$ cat config.mk
export PLATFORM = sky130hd
export DESIGN_NAME = els_unit
export DESIGN_NICKNAME = d
export VERILOG_FILES = /design/src/els_pkg.sv /design/src/els_unit.sv
export VERILOG_INCLUDE_DIRS = /design/src
export SDC_FILE = /design/constraint.sdc
export NUM_CORES = 1
export LEC_CHECK = 0
export BUFFER_PORTS_ARGS = -buffer_cell sky130_fd_sc_hd__buf_2
export CORE_MARGIN = 5
export CORE_UTILIZATION = 50
export CTS_CLUSTER_SIZE = 28
export DETAILED_ROUTE_END_ITERATION = 12
export PLACE_DENSITY = 0.81
export SLEW_MARGIN = 25
export SYNTH_ARGS = -nofsm -noshare
export SYNTH_HDL_FRONTEND = slang
export SYNTH_SLANG_ARGS = --single-unit
$ cat constraint.sdc
create_clock -name ref_clk -period 3.4 [get_ports ref_clk]
set_input_delay 0.85 -clock ref_clk [delete_from_list [all_inputs] [get_ports ref_clk]]
set_output_delay 0.85 -clock ref_clk [all_outputs]
set_load 0.01 [all_outputs]
$ cat src/els_cfg.svh
// Purpose: Offsets, bit positions, reset values and counts of the unit
// Assumes: Byte-wide registers at their printed addresses
// Notes: Definitions only
`ifndef ELS_CFG_SVH
`define ELS_CFG_SVH
`define ELS_OFF_BREAK 16'hfe00
`define ELS_OFF_CAUSE 16'hfe01
`define ELS_OFF_BFLAG 16'hfe03
`define ELS_OFF_IRQA 16'hfe04
`define ELS_OFF_IRQB 16'hfe05
`define ELS_OFF_IRQC 16'hfe06
`define ELS_BIT_BEXIT 1
`define ELS_BIT_BREAK_CLEAR_ENABLE 7
`define ELS_BIT_POR 7
`define ELS_BIT_PIN 6
`define ELS_BIT_WDOG 5
`define ELS_BIT_BADOP 4
`define ELS_BIT_BADFETCH 3
`define ELS_BIT_MONITOR 2
`define ELS_BIT_LOWV 1
`define ELS_RST_CAUSE 8'h80
`define ELS_RST_BREAK 8'h00
`define ELS_RST_BFLAG 8'h00
`define ELS_STOP_LONG 4096
`define ELS_STOP_SHORT 32
`define ELS_VEC_NONE 5'h00
`define ELS_VEC_SOFT 5'h1f
`endif

$ cat src/els_pkg.sv
// Purpose: Types shared by the exception and low-power unit
// Assumes: Nothing beyond the config header
// Notes: Power states of the sequencer
package els_pkg;
    typedef enum logic [1:0] {
        PWR_RUN,
        PWR_WAIT,
        PWR_STOP,
        PWR_RECOVER
    } els_pwr_type;
endpackage : els_pkg

$ cat src/els_unit.sv
// Purpose: Exception arbitration, break handling and wait/stop sequencing
// Assumes: Requests, strobes and crystal ticks come from ref_clk logic
// Notes: Reset pin and external interrupt line level are synchronised
//
// Design decision made here: the plain strobed port.
`include "els_cfg.svh"
`timescale 1ns/1ps
module els_unit #(
    parameter int LONG_CYC = `ELS_STOP_LONG,
    parameter int SHORT_CYC = `ELS_STOP_SHORT
) (
    input wire logic ref_clk,
    input wire logic reset,
    input wire logic [15:0] regAddr,
    input wire logic [7:0] regWdata,
    input wire logic regWrite,
    input wire logic regRead,
    output logic [7:0] regRdata,
    input wire logic [15:0] irqReq,
    input wire logic cpuIMask,
    input wire logic instrDone,
    input wire logic intAck,
    input wire logic breakReq,
    input wire logic breakDone,
    input wire logic waitExec,
    input wire logic stopExec,
    input wire logic xtalTick,
    input wire logic shortStopRecovery,
    input wire logic watchdogDisable,
    input wire logic pinResetN,
    input wire logic watchdogReset,
    input wire logic badOpcodeReset,
    input wire logic badFetchAddr,
    input wire logic opcodeFetch,
    input wire logic monitorEntry,
    input wire logic vectorsBlank,
    input wire logic irqLinePin,
    input wire logic lowVoltageReset,
    output logic internalReset,
    output logic intReq,
    output logic [4:0] vectorId,
    output logic swiForce,
    output logic breakState,
    output logic clearIMask,
    output logic cpuClockEn,
    output logic periphClockEn,
    output logic busClockEn,
    output logic crystalClockEn,
    output logic watchdogEnable,
    output logic flagClearAllow
);
    import els_pkg::*;

    localparam logic [12:0] LongLast = 13'(LONG_CYC - 1);
    localparam logic [12:0] ShortLast = 13'(SHORT_CYC - 1);
    // Reset images held as constants so single bits can be picked
    localparam logic [7:0] BreakRst = `ELS_RST_BREAK;
    localparam logic [7:0] BflagRst = `ELS_RST_BFLAG;

    // Priority encoder, lowest source number wins
    function automatic logic [4:0] pickSource(input logic [15:0] req);
        logic [4:0] code;
        code = `ELS_VEC_NONE;
        for (int i = 15; i >= 0; i--)
        begin
            if (req[i])
            begin
                code = 5'(i + 1);
            end
        end
        return code;
    endfunction : pickSource

    els_pwr_type state_q, state_d;
    logic [12:0] count_q, count_d;
    logic shortSel_q, shortSel_d;
    logic pinMeta_q, pinSync_q;
    logic lineMeta_q, lineSync_q;
    logic [7:0] cause_q, cause_d;
    logic bexit_q, bexit_d;
    logic break_clear_enable_q, break_clear_enable_d;
    logic [7:0] rdata_q, rdata_d;
    logic latched_q, latched_d;
    logic [4:0] vector_q, vector_d;
    logic swi_q, swi_d;
    logic brkState_q, brkState_d;
    logic brkPend_q, brkPend_d;
    logic wakeArb_q, wakeArb_d;
    logic clrMask_q, clrMask_d;
    logic intRst_q;

    // Address decode
    wire selBreak = regAddr == `ELS_OFF_BREAK;
    wire selCause = regAddr == `ELS_OFF_CAUSE;
    wire selBflag = regAddr == `ELS_OFF_BFLAG;
    wire selIrqA = regAddr == `ELS_OFF_IRQA;
    wire selIrqB = regAddr == `ELS_OFF_IRQB;
    wire selIrqC = regAddr == `ELS_OFF_IRQC;

    // Live request views, never stored so reads cannot disturb them
    wire [7:0] irqViewA = {irqReq[0], irqReq[1], irqReq[2], irqReq[3], irqReq[4], irqReq[5], 2'b00};
    wire [7:0] irqViewB = {irqReq[13:6]};
    wire [7:0] irqViewC = {6'b00_0000, irqReq[15:14]};

    // Reset sources, each qualified on its own
    wire pinHit = ~pinSync_q;
    wire fetchHit = badFetchAddr & opcodeFetch;
    wire monHit = monitorEntry & vectorsBlank & lineSync_q;
    wire anyReset = pinHit | watchdogReset | badOpcodeReset | fetchHit | monHit | lowVoltageReset;

    // Cause flags of this reset event, all set together
    logic [7:0] causeSet;
    always_comb
    begin
        causeSet = 8'h00;
        causeSet[`ELS_BIT_PIN] = pinHit;
        causeSet[`ELS_BIT_WDOG] = watchdogReset;
        causeSet[`ELS_BIT_BADOP] = badOpcodeReset;
        causeSet[`ELS_BIT_BADFETCH] = fetchHit;
        causeSet[`ELS_BIT_MONITOR] = monHit;
        causeSet[`ELS_BIT_LOWV] = lowVoltageReset;
    end

    // Register strobes
    wire readCause = regRead & selCause;
    wire writeBreak = regWrite & selBreak;
    wire writeBflag = regWrite & selBflag;

    // Read multiplexer; unmapped addresses read zero
    wire [7:0] breakView = 8'(bexit_q) << `ELS_BIT_BEXIT;
    wire [7:0] bflagView = 8'(break_clear_enable_q) << `ELS_BIT_BREAK_CLEAR_ENABLE;
    wire [7:0] readMux = selBreak ? breakView :
                         selCause ? cause_q :
                         selBflag ? bflagView :
                         selIrqA ? irqViewA :
                         selIrqB ? irqViewB :
                         selIrqC ? irqViewC : 8'h00;

    // Power state decode
    wire inRun = state_q == PWR_RUN;
    wire inWait = state_q == PWR_WAIT;
    wire inStop = state_q == PWR_STOP;
    wire inRecover = state_q == PWR_RECOVER;
    wire anyIrq = |irqReq;
    wire exitEvent = anyIrq | breakReq;
    wire [12:0] recLast = shortSel_q ? ShortLast : LongLast;
    wire recDone = inRecover & xtalTick & (count_q == recLast);
    wire enterLow = inRun & (waitExec | stopExec);

    // Sequencer next state; resets leave any low-power state at once
    always_comb
    begin
        state_d = state_q;
        unique case (state_q)
            PWR_RUN:
            begin
                if (stopExec & ~anyReset)
                begin
                    state_d = PWR_STOP;
                end
                else if (waitExec & ~anyReset)
                begin
                    state_d = PWR_WAIT;
                end
            end
            PWR_WAIT:
            begin
                if (anyReset | exitEvent)
                begin
                    state_d = PWR_RUN;
                end
            end
            PWR_STOP:
            begin
                if (anyReset)
                begin
                    state_d = PWR_RUN;
                end
                else if (exitEvent)
                begin
                    state_d = PWR_RECOVER;
                end
            end
            PWR_RECOVER:
            begin
                if (anyReset | recDone)
                begin
                    state_d = PWR_RUN;
                end
            end
        endcase
    end

    // Counter cleared through stop, counts crystal ticks in recovery
    assign count_d = (inStop | ~inRecover) ? 13'h0000 :
                     xtalTick ? count_q + 13'h0001 : count_q;
    // Recovery length sensed as recovery begins
    assign shortSel_d = (inStop & exitEvent) ? shortStopRecovery : shortSel_q;

    // Stacking one cycle after an interrupt wakes wait with no break request, or after recovery ends
    assign wakeArb_d = ~anyReset & ((inWait & anyIrq & ~breakReq) | recDone);
    assign clrMask_d = enterLow & ~anyReset;

    // Arbitration at an instruction boundary or after a wake
    wire arbNow = (instrDone & inRun) | wakeArb_q;
    wire takeBreak = arbNow & (brkPend_q | breakReq);
    wire takeIrq = arbNow & anyIrq & ~cpuIMask;

    // Latched request holds until acknowledged; resets cancel it
    always_comb
    begin
        latched_d = latched_q;
        vector_d = vector_q;
        swi_d = swi_q;
        if (anyReset)
        begin
            latched_d = 1'b0;
            vector_d = `ELS_VEC_NONE;
            swi_d = 1'b0;
        end
        else if (latched_q)
        begin
            if (intAck)
            begin
                latched_d = 1'b0;
                vector_d = `ELS_VEC_NONE;
                swi_d = 1'b0;
            end
        end
        else if (takeBreak)
        begin
            latched_d = 1'b1;
            vector_d = `ELS_VEC_SOFT;
            swi_d = 1'b1;
        end
        else if (takeIrq)
        begin
            latched_d = 1'b1;
            vector_d = pickSource(irqReq);
        end
    end

    // Break bookkeeping; a request waits for the next boundary
    assign brkPend_d = ~anyReset & (breakReq | (brkPend_q & ~(takeBreak & ~latched_q)));
    assign brkState_d = ~anyReset & ((takeBreak & ~latched_q) | (brkState_q & ~breakDone));

    // Break exit flag: new event beats a software clear, reset beats both
    assign bexit_d = anyReset ? 1'b0 :
                     ((inWait | inStop) & breakReq) ? 1'b1 :
                     (writeBreak & ~regWdata[`ELS_BIT_BEXIT]) ? 1'b0 : bexit_q;

    assign break_clear_enable_d = writeBflag ? regWdata[`ELS_BIT_BREAK_CLEAR_ENABLE] : break_clear_enable_q;

    // Read clears the causes; a reset arriving with the read still shows
    assign cause_d = (readCause ? 8'h00 : cause_q) | causeSet;

    // Read data stands in the cycle after the strobe only
    assign rdata_d = regRead ? readMux : 8'h00;

    // Pin level synchronisers
    always_ff @(posedge ref_clk or posedge reset)
    begin
        if (reset)
        begin
            pinMeta_q <= 1'b1;
            pinSync_q <= 1'b1;
            lineMeta_q <= 1'b0;
            lineSync_q <= 1'b0;
        end
        else
        begin
            pinMeta_q <= pinResetN;
            pinSync_q <= pinMeta_q;
            lineMeta_q <= irqLinePin;
            lineSync_q <= lineMeta_q;
        end
    end

    // Sequencer and counter
    always_ff @(posedge ref_clk or posedge reset)
    begin
        if (reset)
        begin
            state_q <= PWR_RUN;
            count_q <= 13'h0000;
            shortSel_q <= 1'b0;
            wakeArb_q <= 1'b0;
            clrMask_q <= 1'b0;
        end
        else
        begin
            state_q <= state_d;
            count_q <= count_d;
            shortSel_q <= shortSel_d;
            wakeArb_q <= wakeArb_d;
            clrMask_q <= clrMask_d;
        end
    end

    // Exception latch and break state
    always_ff @(posedge ref_clk or posedge reset)
    begin
        if (reset)
        begin
            latched_q <= 1'b0;
            vector_q <= `ELS_VEC_NONE;
            swi_q <= 1'b0;
            brkPend_q <= 1'b0;
            brkState_q <= 1'b0;
            intRst_q <= 1'b0;
        end
        else
        begin
            latched_q <= latched_d;
            vector_q <= vector_d;
            swi_q <= swi_d;
            brkPend_q <= brkPend_d;
            brkState_q <= brkState_d;
            intRst_q <= anyReset;
        end
    end

    // Software registers; power-on leaves only the power-on cause
    always_ff @(posedge ref_clk or posedge reset)
    begin
        if (reset)
        begin
            cause_q <= `ELS_RST_CAUSE;
            bexit_q <= BreakRst[`ELS_BIT_BEXIT];
            break_clear_enable_q <= BflagRst[`ELS_BIT_BREAK_CLEAR_ENABLE];
            rdata_q <= 8'h00;
        end
        else
        begin
            cause_q <= cause_d;
            bexit_q <= bexit_d;
            break_clear_enable_q <= break_clear_enable_d;
            rdata_q <= rdata_d;
        end
    end

    // Clock gating: CPU only in run, peripherals also in wait
    assign cpuClockEn = inRun;
    assign periphClockEn = inRun | inWait;
    assign busClockEn = inRun | inWait;
    assign crystalClockEn = ~inStop;
    // Watchdog keeps running in wait unless disabled by option
    assign watchdogEnable = ~watchdogDisable & ~inStop & ~inRecover;

    // Gate for other modules' flag clears; no flag is ever restored here,
    // so a clear made in break stays, and a held second step clears later
    assign flagClearAllow = ~brkState_q | break_clear_enable_q;

    assign regRdata = rdata_q;
    assign internalReset = intRst_q;
    assign intReq = latched_q;
    assign vectorId = vector_q;
    assign swiForce = swi_q;
    assign breakState = brkState_q;
    assign clearIMask = clrMask_q;
endmodule : els_unit

* Word level (Yosys, flattened, before mapping)
Index checks and enable logic that the tools add are counted.
** Word-level totals
- Output and inout port bits :: 24
- Flip-flop bits (word level) :: 50
- Bits of input ports :: 63
- Logic and storage cells :: 155
** Cells by class
- Reductions and logical operators :: 9
- Eq/ne operators :: 15
- Muxes and demuxes :: 51
- $add $sub $neg :: 1
- Bitwise logic cells :: 60
** Operators by type and width (number)
- 5-bit two-way mux :: 21
- 16-bit == test (second input constant) :: 6
- 8-bit two-way mux :: 7
- 1-bit AND :: 29
- 13-bit two-way mux :: 2
- 1-bit bitwise OR :: 18
- 16-bit OR reduction :: 1
- 2-bit two-way mux :: 7
- 13-bit by 1-bit adder with 13-bit output (second input constant) :: 1
- 13-bit by 12-bit == test with 1-bit output :: 1
- 1-bit two-way mux :: 12
- 12-bit two-way mux :: 1
- 1-bit NOT :: 12
- 8-bit by 7-bit bitwise OR with 8-bit output :: 1
- 2-bit case mux with 4 select lines :: 1
- 3-bit by 2-bit != test with 1-bit output (second input constant) :: 2
- 3-bit nonzero test :: 2
- 2-bit == test (second input constant) :: 2
- 2-bit by 1-bit != test with 1-bit output (second input constant) :: 2
- 2-bit AND reduction :: 2
- 4-bit AND reduction :: 1
- 4-bit nonzero test :: 1
- 3-bit by 1-bit != test with 1-bit output (second input constant) :: 1
- 2-bit by 1-bit == test with 1-bit output (second input constant) :: 1
- other kinds (2) :: 2

* Logic depth before layout (Yosys ltp)
- Word-level depth :: 20
- Mapped depth :: 8
- Gate-level depth less buffers :: 7

* Least setup slack after synthesis
OpenSTA, ideal clock, no wires.
- Path kind :: input to register
- From :: input badOpcodeReset
- To :: register state_q[0]
- Slack :: 1.034 ns
- Required time :: 3.275 ns
- Path buffers :: 1
- Cell stages on the path :: 7
- Arrival :: 2.241 ns
- Setup time :: 0.125 ns
- Cell sequence :: nor4b_2 and3_2 inv_2 buf_6 o21a_1 a311o_1 mux2_4
** On the way
- Cells in the longest elaborated chain, start to end :: 8
- Elaborated cells between the ends (all ways) :: 17
- Those cells by class :: eq/ne (4); mux (3); bitwise (9); reduce/logical (1)
** RTL lines
- start: declaration :: RTL line els_unit.sv:32 : input wire logic badOpcodeReset,
- 1-bit bitwise OR * (4 in series) :: RTL line els_unit.sv:109 : wire anyReset = pinHit | watchdogReset | badOpcodeReset | fetchHit | monHit | lowVoltageReset;
- via anyReset :: RTL line els_unit.sv:109
- 1-bit NOT :: RTL line els_unit.sv:157, els_unit.sv:161
- 1-bit AND (on tied branches) :: RTL line els_unit.sv:157, els_unit.sv:161
- 3-bit by 1-bit != test with 1-bit output (no source line) or 2-bit two-way mux (tied branches)
- 4-bit AND reduction (no source line) or 2-bit case mux with 4 select lines (tied branches)
- end signal: assignment :: RTL line els_unit.sv:292 : state_q <= state_d;
- end: declaration :: RTL line els_unit.sv:74 : els_pwr_type state_q, state_d;
Mark *: on every way through the listed nets, which the timed path passes. The rest lies on a longest branch.
A chain may end at the register's enable or synchronous reset.

* Worst setup path after layout
- From :: input irqReq[7]
- To :: register state_q[0]
** On the way
- Cells in the longest elaborated chain, start to end :: 5
- Elaborated cells between the ends (all ways) :: 6
- Those cells by class :: eq/ne (2); bitwise (2); reduce/logical (2)
** RTL lines
- start: declaration :: RTL line els_unit.sv:19 : input wire logic [15:0] irqReq,
- 16-bit OR reduction * :: RTL line els_unit.sv:144 : wire anyIrq = |irqReq;
- 1-bit bitwise OR * :: RTL line els_unit.sv:145 : wire exitEvent = anyIrq | breakReq;
- 1-bit bitwise OR :: RTL line els_unit.sv:168 : if (anyReset | exitEvent)
- 2-bit by 1-bit != test with 1-bit output (no source line)
- 4-bit AND reduction (no source line) *
Mark *: on every way between the ends. The rest lies on a longest branch, timed or not.

==> reports/qor.csv <==
metric,value,unit
Crit Path Class,in2reg,
worst r2r src,state_q[0]$_DFFE_PP0P_,
maximum vdd drop,0.000272,V
Clock Tree Buf Depth,2,
TritonCTS clock tree,done,
Synth Register Bits,49,
Slew headroom,45.6,%
Starting Density,50.9,%
RSZ-0062 raised after global routing,no,
achievable frequency,404,MHz
"commonest non-fill, non-tap cell in the layout",buf_2,
Skew-Pair Late Insertion Delay,300,ps
via count of the routed design,2294,
Detailed Route WL,5990,microns
leakage,1.48,nW
ANT nets after route,0,
H-Tree Depth,2,
status,"finished, final reports clean",
Num Clock Sinks,49,
asr flop ratio synth,100,%
port bufs,80,
Synth Cell Area,2580,sq um
reg2reg end,vectorId[0]$_DFFE_PP0P_,
hpwl dp,4560,microns
post-CTS setup buffers,0,
cell count after synthesis,260,
Placement Rows,26,
Clock Skews,9.55,ps
Die Y,81.9,microns
synth unique cells,53,
min cycle time layout,2470,ps
worst-path maximum fanout,6,
Placed Instances,404,
Final Cycle Share,72.8,%
hold path depth,0,
Internal,1.01,mW
FF-to-FF setup slack,1230,ps
wire length of the first global-routing pass,9670,microns
post-cts hold buffer count,0,
total I/O pin count,87,
final number of max-transition violations,0,
crit end category,flop,
die width,81.9,microns
final hold violation count,0,
largest net degree at the start of global routing,50,
drt pass-1 iters,4,
sequential fraction of design power,45.5,%
Resized cells post-CTS,0,
clk root buf,clkbuf_8,
CP startpoint kind,primary input,
actual slew at the worst max-slew pin,815,ps
Total Neg Setup Slack,0,ps
max capacitance violation total,0,
syn_area_per_cell,9.93,sq um
# diodes,0,
Worst Hold Class,reg2reg,
DRC viols,0,
Core Area,5070,sq um
Fill cells,421,
CTS buffer count,5,
GRT Total Usage,18.6,%
Iter 0 DRT Violations,156,
Critical Path AT,2660,ps
die area,6700,sq um
prevailing post-synth register cell,dfrtp_1,
WP data required,3590,ps
post-synthesis sequential area ratio,47.6,%
"Reg clk slew, reported paths",80,ps
Comb pwr share,19.0,%
grt ovf,0,
Syn-to-layout area delta,23.0,%
"EDFF count, synth",0,
Clock Power Share,35.6,%
initial antenna violation count,0,
beginning of the worst hold path,pinMeta_q$_DFF_PP1_,
Final Net Count,410,
WHS Endpoint,pinSync_q$_DFF_PP1_,
global placement routability congestion,0.823,
layout cells sized above 1,31.3,%
Sw Share,25.4,%
wire length per cell,14.5,microns
cell depth of the worst flop-to-flop path,7,
fin cells,412,
vias in the first global route,2165,
Psw,0.344,mW
pwr/cell area,426,nW/um^2
"commonest non-fill, non-tap cells in the layout","buf_2 (80), dfrtp_1 (46), nor2_1 (24), a21oi_1 (17), nand2_1 (14)",
YS warnings,0,
count of final setup violators,0,
Syn Nets,329,
via/cell ratio,5.57,
Crit. Startpoint,irqReq[7],
how the worst max path moves through the flow:
stage,endpoint,slack [ps]
final,state_q[0]$_DFFE_PP0P_,930
after global routing,state_q[0]$_DFFE_PP0P_,730
after CTS,periphClockEn,950
after detailed placement,state_q[0]$_DFFE_PP0P_,680
after global placement,state_q[0]$_DFFE_PP0P_,700
after floorplan,state_q[0]$_DFFE_PP0P_,1030
through the flow:
stage               hold WS [ps]  setup WS (ps)  utilization, %  instance area [sq um]  power [mW]
finish                       364            926            62.6                   3180        1.35
global route                 368            728            62.6                   3180        1.42
detailed placement           353            681            59.9                   3040       0.883
CTS                          366            949            62.5                   3170        1.37
global placement             343            700            59.9                   3040       0.877
floorplan                    331           1030               -                   2580       0.794
layout make-up:
class	count	area [sq um]	share of cell area, %
multi-input combinational	191	1270	39.9
clock buffer	5	68.8	2.17
inverter	13	50.0	1.58
timing repair buffer	81	408	12.8
sequential	49	1230	38.7
clock inverter	3	65.1	2.05
tap	70	87.6	2.76
flip-flops by register name, summed over array words and instances (netlist names):
register,cells
bexit_q,1
breakState,1
break_clear_enable_q,1
brkPend_q,1
cause_q,7
clearIMask,1
count_q,13
intReq,1
internalReset,1
lineMeta_q,1
lineSync_q,1
pinMeta_q,1
pinSync_q,1
regRdata,8
shortSel_q,1
state_q,2
swiForce,1
vectorId,5
wakeArb_q,1
power groups by stage:
stage | clock (mW) | sequential (mW) | combinational (mW)
finish | 0.481 | 0.616 | 0.257
global route | 0.515 | 0.619 | 0.288
CTS | 0.494 | 0.616 | 0.258
detailed placement | 0 | 0.628 | 0.256
global placement | 0 | 0.626 | 0.251
floorplan | 0 | 0.624 | 0.170
kinds of logic (layout without fill, tap and decap cells):
logic type	after synthesis	in the layout	synth area share (%)
flip-flops	49	49	47.6
XOR/XNOR	10	10	3.39
buffers and inverters	20	102	3.34
AO/OA/AOI/OAI	61	61	16.6
multiplexers	6	6	2.62
AND/OR/NAND/NOR	108	108	23.5
adder cells (fa/ha/maj)	6	6	2.91
critical path, stage by stage:
cell and delay, ps:
buf_2 120, nor4_1 530, nand4_1 350, nor4_1 300
a311o_1 200, mux2_4 310
cells in the mapped netlist (3+ instances only):
cell type  number  area [sq um]
ha_1            6          75.1
nor3_1         11          55.1
o2bb2ai_1       5          43.8
mux2i_1         3          30.0
nor4_1          7          43.8
and3_1          3          18.8
nand4_1         7          43.8
nor2_1         24          90.1
nand3_1         4          20.0
a222oi_1        5          50.1
a21oi_1        17          85.1
a31oi_1         3          18.8
dfrtp_1        46          1150
clkbuf_1        4          15.0
nand2b_1        7          43.8
inv_1          12          45.0
o21ai_0         8          40.0
and2_1         11          68.8
nand2_1        14          52.6
o31ai_1         3          22.5
dfstp_2         3          78.8
a21o_1          3          22.5
nor2b_1         4          25.0
or3_1           4          25.0
xnor2_1         8          70.1
metal layers:
metal	up-vias	wire length (microns)	track usage, %
met5	-	0	0
met3	16	498	3.95
met1	1080	2450	23.3
li1	1117	-	-
met4	0	114	5.81
met2	81	2930	31.8
Power figures use the tool's default switching activity.
